$ cat src/hdl/lmfc_pkg.sv
// Purpose: constants and types of the multiplexed lcd frame controller
// Assumes: core_clk is the mcu internal clock, data space is 8-bit
// Notes: divisor tables live here as functions of the select codes
//
// Overview of operation
// - The duty field picks 1, 2, 3 or 4 active backplanes, code 00 meaning four.
// - The base frame rate is the reference divided by 512, 386, 256, 192, 128, 96 or 64.
// - Each backplane holds one base period, so the frame rate is base over backplanes.
// - The source field turns the display off (000), takes the aux osc (001) or the mcu clock.
// - Source codes 011 to 110 divide the mcu clock by 32, 64, 128 and 256.
// - A new source or display setting is taken only when the current frame completes, or at once while the scanner is idle.
// - Stop without the aux source in effect switches off and grounds every segment and backplane output.
// - A failed oscillator grounds every segment and backplane output.
// - The bias divider is enabled only while the display driver runs.
// - Third bias levels serve 1/1, 1/3 and 1/4 duty; 1/2 duty is flagged for the board.
// - A set display bit turns its element on, a clear bit keeps it off.
// - Display storage spans E0 to F7, six bytes per backplane, segments rising with bits.
// - Display storage is not cleared by reset.
// - Bytes of unused backplanes are plain storage and never reach the outputs.
// - The control register holds duty in 7-6, source in 5-3 and frame rate in 2-0.
package lmfc_pkg;
	localparam logic [7:0] ADDR_CTRL = 8'hDC;
	localparam logic [7:0] ADDR_RAM_FIRST = 8'hE0;
	localparam logic [7:0] ADDR_RAM_LAST = 8'hF7;
	localparam int RAM_BYTES = 24;
	localparam int BYTES_PER_COM = 6;
	localparam int NUM_COM = 4;
	localparam int SEG_BITS = 48;
	localparam int SEG_UNUSED = 3;
	localparam int DUTY_LSB = 6;
	localparam int SRC_LSB = 3;
	localparam int RATE_LSB = 0;
	localparam logic [7:0] CTRL_RESET = 8'h00;
	localparam logic [1:0] DUTY_4 = 2'h0;
	localparam logic [1:0] DUTY_1 = 2'h1;
	localparam logic [1:0] DUTY_2 = 2'h2;
	localparam logic [1:0] DUTY_3 = 2'h3;
	localparam logic [2:0] SRC_OFF = 3'h0;
	localparam logic [2:0] SRC_AUX = 3'h1;
	localparam logic [2:0] SRC_RSV_A = 3'h2;
	localparam logic [2:0] SRC_RSV_B = 3'h7;
	localparam logic [2:0] RATE_RSV = 3'h7;
	localparam int PRE_W = 9;
	localparam int BASE_W = 10;

	typedef struct packed {
		logic [1:0] duty;
		logic [2:0] src;
		logic [2:0] rate;
	} lmfc_cfg_t;

	typedef enum logic [1:0] {
		ST_OFF = 2'b01,
		ST_SCAN = 2'b10
	} lmfc_state_t;

	// mcu clock divide per source code, zero where no division applies
	function automatic logic [PRE_W-1:0] src_div(input logic [2:0] s);
		unique case (s)
			3'h3: src_div = 9'h020;
			3'h4: src_div = 9'h040;
			3'h5: src_div = 9'h080;
			3'h6: src_div = 9'h100;
			default: src_div = 9'h000;
		endcase
	endfunction

	// reference ticks per base period (386 kept as printed)
	function automatic logic [BASE_W-1:0] base_div(input logic [2:0] r);
		unique case (r)
			3'h0: base_div = 10'h200;
			3'h1: base_div = 10'h182;
			3'h2: base_div = 10'h100;
			3'h3: base_div = 10'h0C0;
			3'h4: base_div = 10'h080;
			3'h5: base_div = 10'h060;
			3'h6: base_div = 10'h040;
			default: base_div = 10'h000;
		endcase
	endfunction

	// index of the last active backplane
	function automatic logic [1:0] last_com(input logic [1:0] d);
		unique case (d)
			DUTY_4: last_com = 2'h3;
			DUTY_1: last_com = 2'h0;
			DUTY_2: last_com = 2'h1;
			default: last_com = 2'h2;
		endcase
	endfunction
endpackage

$ cat src/hdl/lmfc_top.sv
// Purpose: scans display storage onto segment and backplane drive lines
// Assumes: all inputs synchronous to core_clk; aux osc arrives as a sampled level
// Notes: analog levels are outside; outputs are logic drive codes per line
`timescale 1ns/1ns
module lmfc_top
	import lmfc_pkg::*;
(
	input wire logic core_clk,
	input wire logic rstn,
	input wire logic [7:0] bus_addr,
	input wire logic bus_wr,
	input wire logic bus_rd,
	input wire logic [7:0] bus_wdata,
	output logic [7:0] bus_rdata,
	input wire logic aux_low_speed_osc,
	input wire logic stop_mode,
	input wire logic osc_fail,
	output logic [SEG_BITS-1:0] seg_on,
	output logic [NUM_COM-1:0] backplane_sel,
	output logic frame_phase,
	output logic display_on,
	output logic bias_div_en,
	output logic half_bias_mode
);

	////////////////////////////////////////////////////////////////////////////
	// declarations

	lmfc_cfg_t ctrl;
	lmfc_cfg_t act;
	lmfc_state_t state;
	logic [7:0] ram [RAM_BYTES];
	logic aux_q;
	logic aux_rise;
	logic [PRE_W-1:0] pre_cnt;
	logic [PRE_W-1:0] pre_div;
	logic [BASE_W-1:0] base_cnt;
	logic [BASE_W-1:0] base_len;
	logic [1:0] com_idx;
	logic ref_tick;
	logic base_end;
	logic frame_end;
	logic src_is_mcu;
	logic cfg_valid;
	logic run_ok;
	logic stop_kill;
	logic ctrl_hit;
	logic ram_hit;
	logic [4:0] ram_wsel;
	logic [4:0] row_base;
	logic [SEG_BITS-1:0] row_bits;

	////////////////////////////////////////////////////////////////////////////
	// address decode

	assign ctrl_hit = (bus_addr == ADDR_CTRL);
	assign ram_hit = (bus_addr >= ADDR_RAM_FIRST) && (bus_addr <= ADDR_RAM_LAST);
	assign ram_wsel = 5'(bus_addr - ADDR_RAM_FIRST);

	// control register, all fields read/write
	always_ff @(posedge core_clk or negedge rstn)
	begin
		if (!rstn)
			ctrl <= lmfc_cfg_t'(CTRL_RESET);
		else if (bus_wr && ctrl_hit)
			ctrl <= lmfc_cfg_t'(bus_wdata);
	end

	// display storage has no reset so contents stay arbitrary until written
	always_ff @(posedge core_clk)
	begin
		if (bus_wr && ram_hit)
			ram[ram_wsel] <= bus_wdata;
	end

	// registered read data; unmapped addresses read as zero
	always_ff @(posedge core_clk or negedge rstn)
	begin
		if (!rstn)
			bus_rdata <= 8'h00;
		else if (bus_rd && ctrl_hit)
			bus_rdata <= ctrl;
		else if (bus_rd && ram_hit)
			bus_rdata <= ram[ram_wsel];
		else if (bus_rd)
			bus_rdata <= 8'h00;
	end

	////////////////////////////////////////////////////////////////////////////
	// run conditions of the applied setting

	assign src_is_mcu = (src_div(act.src) != 9'h000);
	assign cfg_valid = (act.src != SRC_OFF) && (act.src != SRC_RSV_A)
		&& (act.src != SRC_RSV_B) && (act.rate != RATE_RSV);
	// stop kills the mcu reference; only the aux source survives it
	assign run_ok = cfg_valid && !osc_fail && !stop_kill
		&& !(stop_mode && (act.src != SRC_AUX));

	// a stop that finds the mcu source applied keeps the driver off until wake-up,
	// even if an aux setting was pending and lands once the scanner is idle
	always_ff @(posedge core_clk or negedge rstn)
	begin
		if (!rstn)
			stop_kill <= 1'b0;
		else if (!stop_mode)
			stop_kill <= 1'b0;
		else if (state == ST_SCAN && act.src != SRC_AUX)
			stop_kill <= 1'b1;
	end

	// state of the scanner
	always_ff @(posedge core_clk or negedge rstn)
	begin
		if (!rstn)
			state <= ST_OFF;
		else
		begin
			unique case (state)
				ST_OFF: if (run_ok) state <= ST_SCAN;
				ST_SCAN: if (!run_ok) state <= ST_OFF;
			endcase
		end
	end

	// a new setting lands only between frames, or at once while idle
	always_ff @(posedge core_clk or negedge rstn)
	begin
		if (!rstn)
			act <= lmfc_cfg_t'(CTRL_RESET);
		else if (state == ST_OFF || frame_end)
			act <= ctrl;
	end

	////////////////////////////////////////////////////////////////////////////
	// reference clock: mcu prescaler or aux rising edge

	always_ff @(posedge core_clk or negedge rstn)
	begin
		if (!rstn)
			aux_q <= 1'b0;
		else
			aux_q <= aux_low_speed_osc;
	end

	assign aux_rise = aux_low_speed_osc && !aux_q;
	assign pre_div = src_div(act.src);

	always_ff @(posedge core_clk or negedge rstn)
	begin
		if (!rstn)
			pre_cnt <= '0;
		else if (state != ST_SCAN || !src_is_mcu || pre_cnt == pre_div - 9'h001)
			pre_cnt <= '0;
		else
			pre_cnt <= pre_cnt + 9'h001;
	end

	assign ref_tick = (state == ST_SCAN) && (src_is_mcu
		? (pre_cnt == pre_div - 9'h001)
		: aux_rise);

	////////////////////////////////////////////////////////////////////////////
	// base period and backplane stepping

	assign base_len = base_div(act.rate);
	assign base_end = ref_tick && (base_cnt == base_len - 10'h001);
	assign frame_end = base_end && (com_idx == last_com(act.duty));

	always_ff @(posedge core_clk or negedge rstn)
	begin
		if (!rstn)
			base_cnt <= '0;
		else if (state != ST_SCAN || base_end)
			base_cnt <= '0;
		else if (ref_tick)
			base_cnt <= base_cnt + 10'h001;
	end

	// one base period per backplane, wrapping at the last active one
	always_ff @(posedge core_clk or negedge rstn)
	begin
		if (!rstn)
			com_idx <= 2'h0;
		else if (state != ST_SCAN || frame_end)
			com_idx <= 2'h0;
		else if (base_end)
			com_idx <= com_idx + 2'h1;
	end

	// polarity flips every frame so the glass sees no net dc
	always_ff @(posedge core_clk or negedge rstn)
	begin
		if (!rstn)
			frame_phase <= 1'b0;
		else if (state != ST_SCAN)
			frame_phase <= 1'b0;
		else if (frame_end)
			frame_phase <= !frame_phase;
	end

	////////////////////////////////////////////////////////////////////////////
	// row fetch: only the driven backplane's six bytes are ever read

	assign row_base = 5'(com_idx * BYTES_PER_COM);

	for (genvar k = 0; k < BYTES_PER_COM; k++)
	begin : g_row
		assign row_bits[8*k +: 8] = ram[row_base + 5'(k)];
	end

	// segment drive, low bits of the first byte never reach a pin
	always_ff @(posedge core_clk or negedge rstn)
	begin
		if (!rstn)
			seg_on <= '0;
		else if (state == ST_SCAN && run_ok)
			seg_on <= {row_bits[SEG_BITS-1:SEG_UNUSED], SEG_UNUSED'(0)};
		else
			seg_on <= '0;
	end

	// backplane drive, one-hot of the current common
	always_ff @(posedge core_clk or negedge rstn)
	begin
		if (!rstn)
			backplane_sel <= '0;
		else if (state == ST_SCAN && run_ok)
			backplane_sel <= 4'h1 << com_idx;
		else
			backplane_sel <= '0;
	end

	////////////////////////////////////////////////////////////////////////////
	// driver power and bias control

	always_ff @(posedge core_clk or negedge rstn)
	begin
		if (!rstn)
		begin
			display_on <= 1'b0;
			bias_div_en <= 1'b0;
			half_bias_mode <= 1'b0;
		end
		else
		begin
			display_on <= (state == ST_SCAN) && run_ok;
			bias_div_en <= (state == ST_SCAN) && run_ok;
			half_bias_mode <= (act.duty == DUTY_2);
		end
	end

endmodule

$ cat config.mk
export PLATFORM = sky130hd
export DESIGN_NAME = lmfc_top
export DESIGN_NICKNAME = d
export VERILOG_FILES = /design/src/hdl/lmfc_pkg.sv /design/src/hdl/lmfc_top.sv
export SDC_FILE = /design/constraint.sdc
export NUM_CORES = 1
export LEC_CHECK = 0
export BUFFER_PORTS_ARGS = -buffer_cell sky130_fd_sc_hd__buf_2
export CORE_MARGIN = 3
export CORE_UTILIZATION = 50
export DETAILED_ROUTE_END_ITERATION = 16
export GPL_TIMING_DRIVEN = 1
export PLACE_DENSITY = 0.76
export SYNTH_ARGS = -nofsm -noshare
export SYNTH_HDL_FRONTEND = slang
export SYNTH_SLANG_ARGS = --single-unit
$ cat constraint.sdc
create_clock -name core_clk -period 3.7 [get_ports core_clk]
set_clock_uncertainty 0.2 [all_clocks]
set_input_delay 0.555 -clock core_clk [delete_from_list [all_inputs] [get_ports core_clk]]
set_output_delay 0.555 -clock core_clk [all_outputs]
set_load 0.005 [all_outputs]
# --- Word level (Yosys, flattened, before mapping) ---
# Memory sizes are Yosys's and may differ from the RTL's.
# Cells that the tools add are included.
classes:
  n_addsub: 11
  n_mul: 1
  div_mod_pow: 0
  order_cmp: 2
  n_eq_ne: 26
  shift: 1
  mux: 23
  bitwise_logic: 0
  reduce_logical: 38
ops:
  columns: ["operator", "n"]
  rows:
  - ["case mux 10 bit (7 select lines)", 1]
  - ["2-to-1 mux 48 bit", 1]
  - ["case mux 9 bit (4 select lines)", 1]
  - ["2-to-1 mux 8 bit", 3]
  - ["2-to-1 mux 10 bit", 2]
  - ["equality test 3 bit, second input constant", 6]
  - ["logical AND 1 bit", 18]
  - ["adder 10 x 1 -> 10 bit, second input constant", 1]
  - ["adder 5 x 2 -> 5 bit, second input constant", 2]
  - ["adder 5 x 3 -> 5 bit, second input constant", 2]
  - ["equality test 10 bit", 1]
  - ["subtractor 10 x 1 -> 10 bit, second input constant", 1]
  - ["adder 9 x 1 -> 9 bit, second input constant", 1]
  - ["equality test 3 x 2 -> 1 bit, second input constant", 3]
  - ["equality test 9 bit", 1]
  - ["2-to-1 mux 9 bit", 1]
  - ["nonzero test 9 bit", 1]
  - ["subtractor 9 x 1 -> 9 bit, second input constant", 1]
  - ["equality test 8 bit, second input constant", 1]
  - ["greater-or-equal comparator 8 bit, second input constant", 1]
  - ["<= comparator 8 bit, second input constant", 1]
  - ["2-to-1 mux 2 bit", 4]
  - ["2-to-1 mux 1 bit", 7]
  - ["logical NOT 1 bit", 6]
  - ["other kinds (23)", 35]
totals:
  ff_bits: 104
  latch_bits: 0
  ramBits: 192
  rom_bits: 0
  input_bits: 23
  output_inout_bits: 64
  elab_cells: 121
  memories: 1
memory_table:
  columns: ["memory", "depth", "word_bits", "read_ports", "rd_clocked_by_memory_dff", "wr", "line", "rtl"]
  rows:
  - ["ram", 24, 8, 7, 0, 1, "lmfc_top.sv:32", "logic [7:0] ram [RAM_BYTES];"]

# --- Logic depth before layout (Yosys ltp) ---
logic_depth:
  ltp_word: 10
  mapped_depth: 13
  depth_no_buf: 9

# --- Least setup slack after synthesis ---
# No wires, ideal clock.
synth_timing:
  kind: "reg2reg"
  startpoint: "register com_idx[0]"
  endpoint: "register seg_on[43]"
  setup_ps: 132
  t_arrival_ps: 3402
  required_ps: 3368
  setup_slack_ps: -34
  stages_incl_launch_ff: 12
  path_buffers: 6
  period_less_slack_ps: 3734
  cell_sequence: "dfrtp_1 > clkbuf_1 > buf_2 > clkbuf_1 > buf_2 > inv_1 > ha_1 > buf_1 > buf_2 > mux4_2 > a21oi_1 > nor2_1"
synth_via:
  elab_chain_cells: 4
synth_lines:
  columns: ["item", "line", "rtl"]
  rows:
  - ["start: declaration", "lmfc_top.sv:39", "logic [1:0] com_idx;"]
  - ["start signal: assignment", "lmfc_top.sv:187", "com_idx <= com_idx + 2'h1;"]
  - ["multiplier 2 x 2 -> 4 bit", "lmfc_top.sv:204", "assign row_base = 5'(com_idx * BYTES_PER_COM);"]
  - ["adder 5 x 3 -> 5 bit", "lmfc_top.sv:208", "assign row_bits[8*k +: 8] = ram[row_base + 5'(k)];"]
  - ["memory (24 x 8 bit)", null, null]
  - ["2-to-1 mux 48 bit", "lmfc_top.sv:216", "else if (state == ST_SCAN && run_ok)"]
  - ["end signal: assignment", "lmfc_top.sv:217", "seg_on <= {row_bits[SEG_BITS-1:SEG_UNUSED], SEG_UNUSED'(0)};"]
  - ["end: declaration", "lmfc_top.sv:18", "output logic [SEG_BITS-1:0] seg_on,"]
# No other way between the ends.
# A chain may end at the register's enable or synchronous reset.

# --- Worst setup path after layout ---
layout_timing:
  startpoint: "register act[2] (netlist bit)"
  endpoint: "register act[1] (netlist bit)"
layout_via:
  elab_chain_cells: 7
layout_lines:
  columns: ["item", "line", "rtl"]
  rows:
  - ["start: declaration", "lmfc_top.sv:30", "lmfc_cfg_t act;"]
  - ["start signal: assignment", "lmfc_top.sv:129", "act <= lmfc_cfg_t'(CTRL_RESET);"]
  - ["start signal: assignment", "lmfc_top.sv:131", "act <= ctrl;"]
  - ["equality test 3 bit, or another cell as far along", "lmfc_pkg.sv:70", "unique case (r)"]
  - ["case mux 10 bit (7 select lines) (*)", "lmfc_pkg.sv:70", null]
  - ["subtractor 10 x 1 -> 10 bit (*)", "lmfc_top.sv:166", "assign base_end = ref_tick && (base_cnt == base_len - 10'h001);"]
  - ["equality test 10 bit (*)", "lmfc_top.sv:166", null]
  - ["logical AND 1 bit (*)", "lmfc_top.sv:166", null]
  - ["logical AND 1 bit (*)", "lmfc_top.sv:167", "assign frame_end = base_end && (com_idx == last_com(act.duty));"]
  - ["logical OR 1 bit (*)", "lmfc_top.sv:130", "else if (state == ST_OFF || frame_end)"]
# Every way passes the cells marked *; elsewhere a longest branch is shown, timed or not.

==> summary.txt <==
Run status
  • Status: finished clean

Setup path
  • Kind of end point of the critical path: flop
  • Critical Path AT: 3640 ps
  • WS Path Type: reg2reg
  • Worst setup SP type: flop
  • CP required: 3950 ps
  • Worst R2R Path Depth: 8
  • Crit path max fanout: 9

Route
  • Final wirelength: about 40,000 um
  • DRT Pass-1 Iters: 5
  • Vias per std cell: around 6.6
  • Number of vias in the routed layout: 10.1k
  • Routed len/inst: 26.4 um
  • Antenna Nets Post-Route: 0
  • # DRC: 0
  • DR iter-0 viols: between 1k and 1.5k

Finish
  • Final instance area: between 15,000 and 20,000 um^2
  • Ant. Diodes: 0
  • Storage element area: between 8000 and 9000 um^2
  • P&R area growth vs syn: 13.3%
  • Multi-input gate area in the final layout: 6630 um^2
  • Final Net Count: 1,142
  • Most common cell after layout, fill and taps aside: edfxtp_1
  • Most frequent cells in the layout: edfxtp_1, mux4_2, nor2_1
  • Share of cells above drive strength 1: between 30% and 40%
  • Filler cells: ~2.2k

Placement
  • Dpl ws: roughly 360 ps
  • GPL Wtd Cong: ~0.9
  • Post-DP Area: between 15,000 and 20,000 um^2
  • Port buffer count: 83
  • Hpwl dp: 26,900 um

GRT
  • Grt ovf: 0
  • Maximum number of pins on one net before global-route repair: 70
  • First-pass GRT wire length: between 60,000 and 70,000 um
  • Total GRT Usage: roughly a quarter
  • Vias in the first global route: ~10k
  • Initial antenna violation count: 0

Hold path
  • Cell count of the worst hold path: 2
  • HP Class: in2reg

Yosys
  • Post-synthesis sequential area ratio: a little over half
  • Post-Syn Area per Cell: approximately 15 um^2
  • Count of cell types in the netlist: 56
  • Yosys reg bits: a little under 300
  • Synth Cell Area: approximately 15,000 um^2
  • Synth Instances: 1,019
  • Most used DFF post-synth: edfxtp_1
  • Synth warn: 0
  • Post-synth EDFFs: 192
  • Async set-reset flop share out of synthesis: about a third

STA
  • Min Tclk post-route: between 3000 and 4000 ps
  • Relative slew slack: 26.7%
  • Fin. max-slew vios: 0
  • Hold Slack: approximately 34 ps
  • Final hold vios: 0
  • Final setup TNS: 0 ps
  • Max Fclk: 295 MHz
  • Setup slack after layout: 315 ps
  • Setup violations, final: 0
  • RSZ-0062 raised after global routing: no
  • Final period utilization: just over 90%
  • Worst Tran Pin Value: between 1000 and 1500 ps

CTS
  • Clk pin slew, worst setup/hold paths: about 60 ps
  • CTS Buf Count: 30
  • Clk root buf: clkbuf_16
  • Post-CTS sizing: 0
  • Clock Path Buffers: 3
  • CTS Hold Bufs: 2
  • CTS tree: done
  • H-tree Lvls: 1
  • Clk Latency, worst-skew pair: around 580 ps
  • Setup Fix Bufs, Post-CTS: 0
  • Number of clock sinks: a little under 300

Floorplan
  • Starting Density: 51.2%
  • Num rows: 63
  • Placeable Area: 30,000 um^2
  • Top Ports: between 80 and 90
  • Die area: about 33,000 um^2
  • Die Width: approximately 180 um
  • Chip height: roughly 180 um

Power
  • Design Power: between 7 and 8 mW
  • Power Dens Cells: about 420 nW/um^2
  • Leak Pwr: approximately 6.3 nW
  • Peak supply drop: around 0.00037 V

Flow run
  • Maxcap violations: 0
-- metrics by stage --
step                      util (%)  std cells
after floorplan                  -       1021
after detailed placement      54.5       1464
after CTS                     58.0       1522
after global routing          58.0       1522
after global placement        54.5       1464
final                         58.0       1522
-- kinds of logic after synthesis --
family	Yosys count	share of synthesized area (%)
flops	293	54.1
simple gates	264	8.03
mux	228	28.9
compound gates	106	4.01
buf+inv	96	2.83
xor+xnor	20	1.14
fa+ha+maj	11	0.898
other cells	1	0.0245
-- worst paths after layout --
path / start / end / slack (ps)
max: act[2] / act[1] / 320
min: stop_mode / stop_kill / 30
max reg2reg: act[2] / act[1] / 320
min reg2reg: stop_kill / stop_kill / 290
max in group asynchronous: rstn / state[0] / 2060
min in group asynchronous: rstn / pre_cnt[1] / 410
-- power breakdown --
part / leakage [nW] / total [mW] / switching (mW) / internal, mW
sequential: 3.12 / 3.64 / 0.0683 / 3.57
combinational: 2.65 / 0.583 / 0.349 / 0.234
clock: 0.491 / 3.10 / 1.29 / 1.82
total: 6.26 / 7.33 / 1.70 / 5.62
-- worst max-delay path, cell delays in order, from the launching register on --
cell	delay, ps
dfrtp_1	470
or3b_4	450
ha_1	290
xor2_1	190
o211ai_2	120
a311oi_1	310
and3b_1	360
a41o_1	540
mux2_4	340
-- registers in the layout, indices dropped and copies added, names as in the netlist --
signal	flops
ctrl	8
frame_phase	1
ram	192
aux_q	1
stop_kill	1
pre_cnt	9
half_bias_mode	1
act	8
backplane_sel	4
bias_div_en	1
bus_rdata	8
base_cnt	10
com_idx	2
state	2
seg_on	45
-- synthesized netlist by cell type, types with 12 or more instances --
cell type | n | area share, %
buf_2 | 22 | 0.72
a21oi_1 | 51 | 1.7
dfrtp_1 | 100 | 16
nor2_1 | 137 | 3.4
nand2_1 | 21 | 0.51
inv_1 | 12 | 0.29
mux2i_1 | 44 | 2.9
nor3_1 | 18 | 0.59
nand3_1 | 36 | 1.2
o21ai_0 | 27 | 0.88
edfxtp_1 | 192 | 38
nand2b_1 | 13 | 0.53
clkbuf_1 | 42 | 1.0
mux4_2 | 168 | 25
-- metal layers --
layer | part of all wire (%) | GRT usage, %
met5 | 0 | 0
met4 | 4.0 | 8.68
met3 | 13 | 7.15
met2 | 47 | 38.1
met1 | 36 | 32.7
-- cell type report --
type | count | area share (%)
clock buffers | 45 | 4.94
clock inverters | 11 | 0.922
inverters | 13 | 0.281
multi-input cells | 632 | 38.2
flip-flops and latches | 293 | 47.8
well taps | 390 | 2.81
repair buffers | 138 | 5.12
No activity file was read; power rests on OpenSTA's default activity.
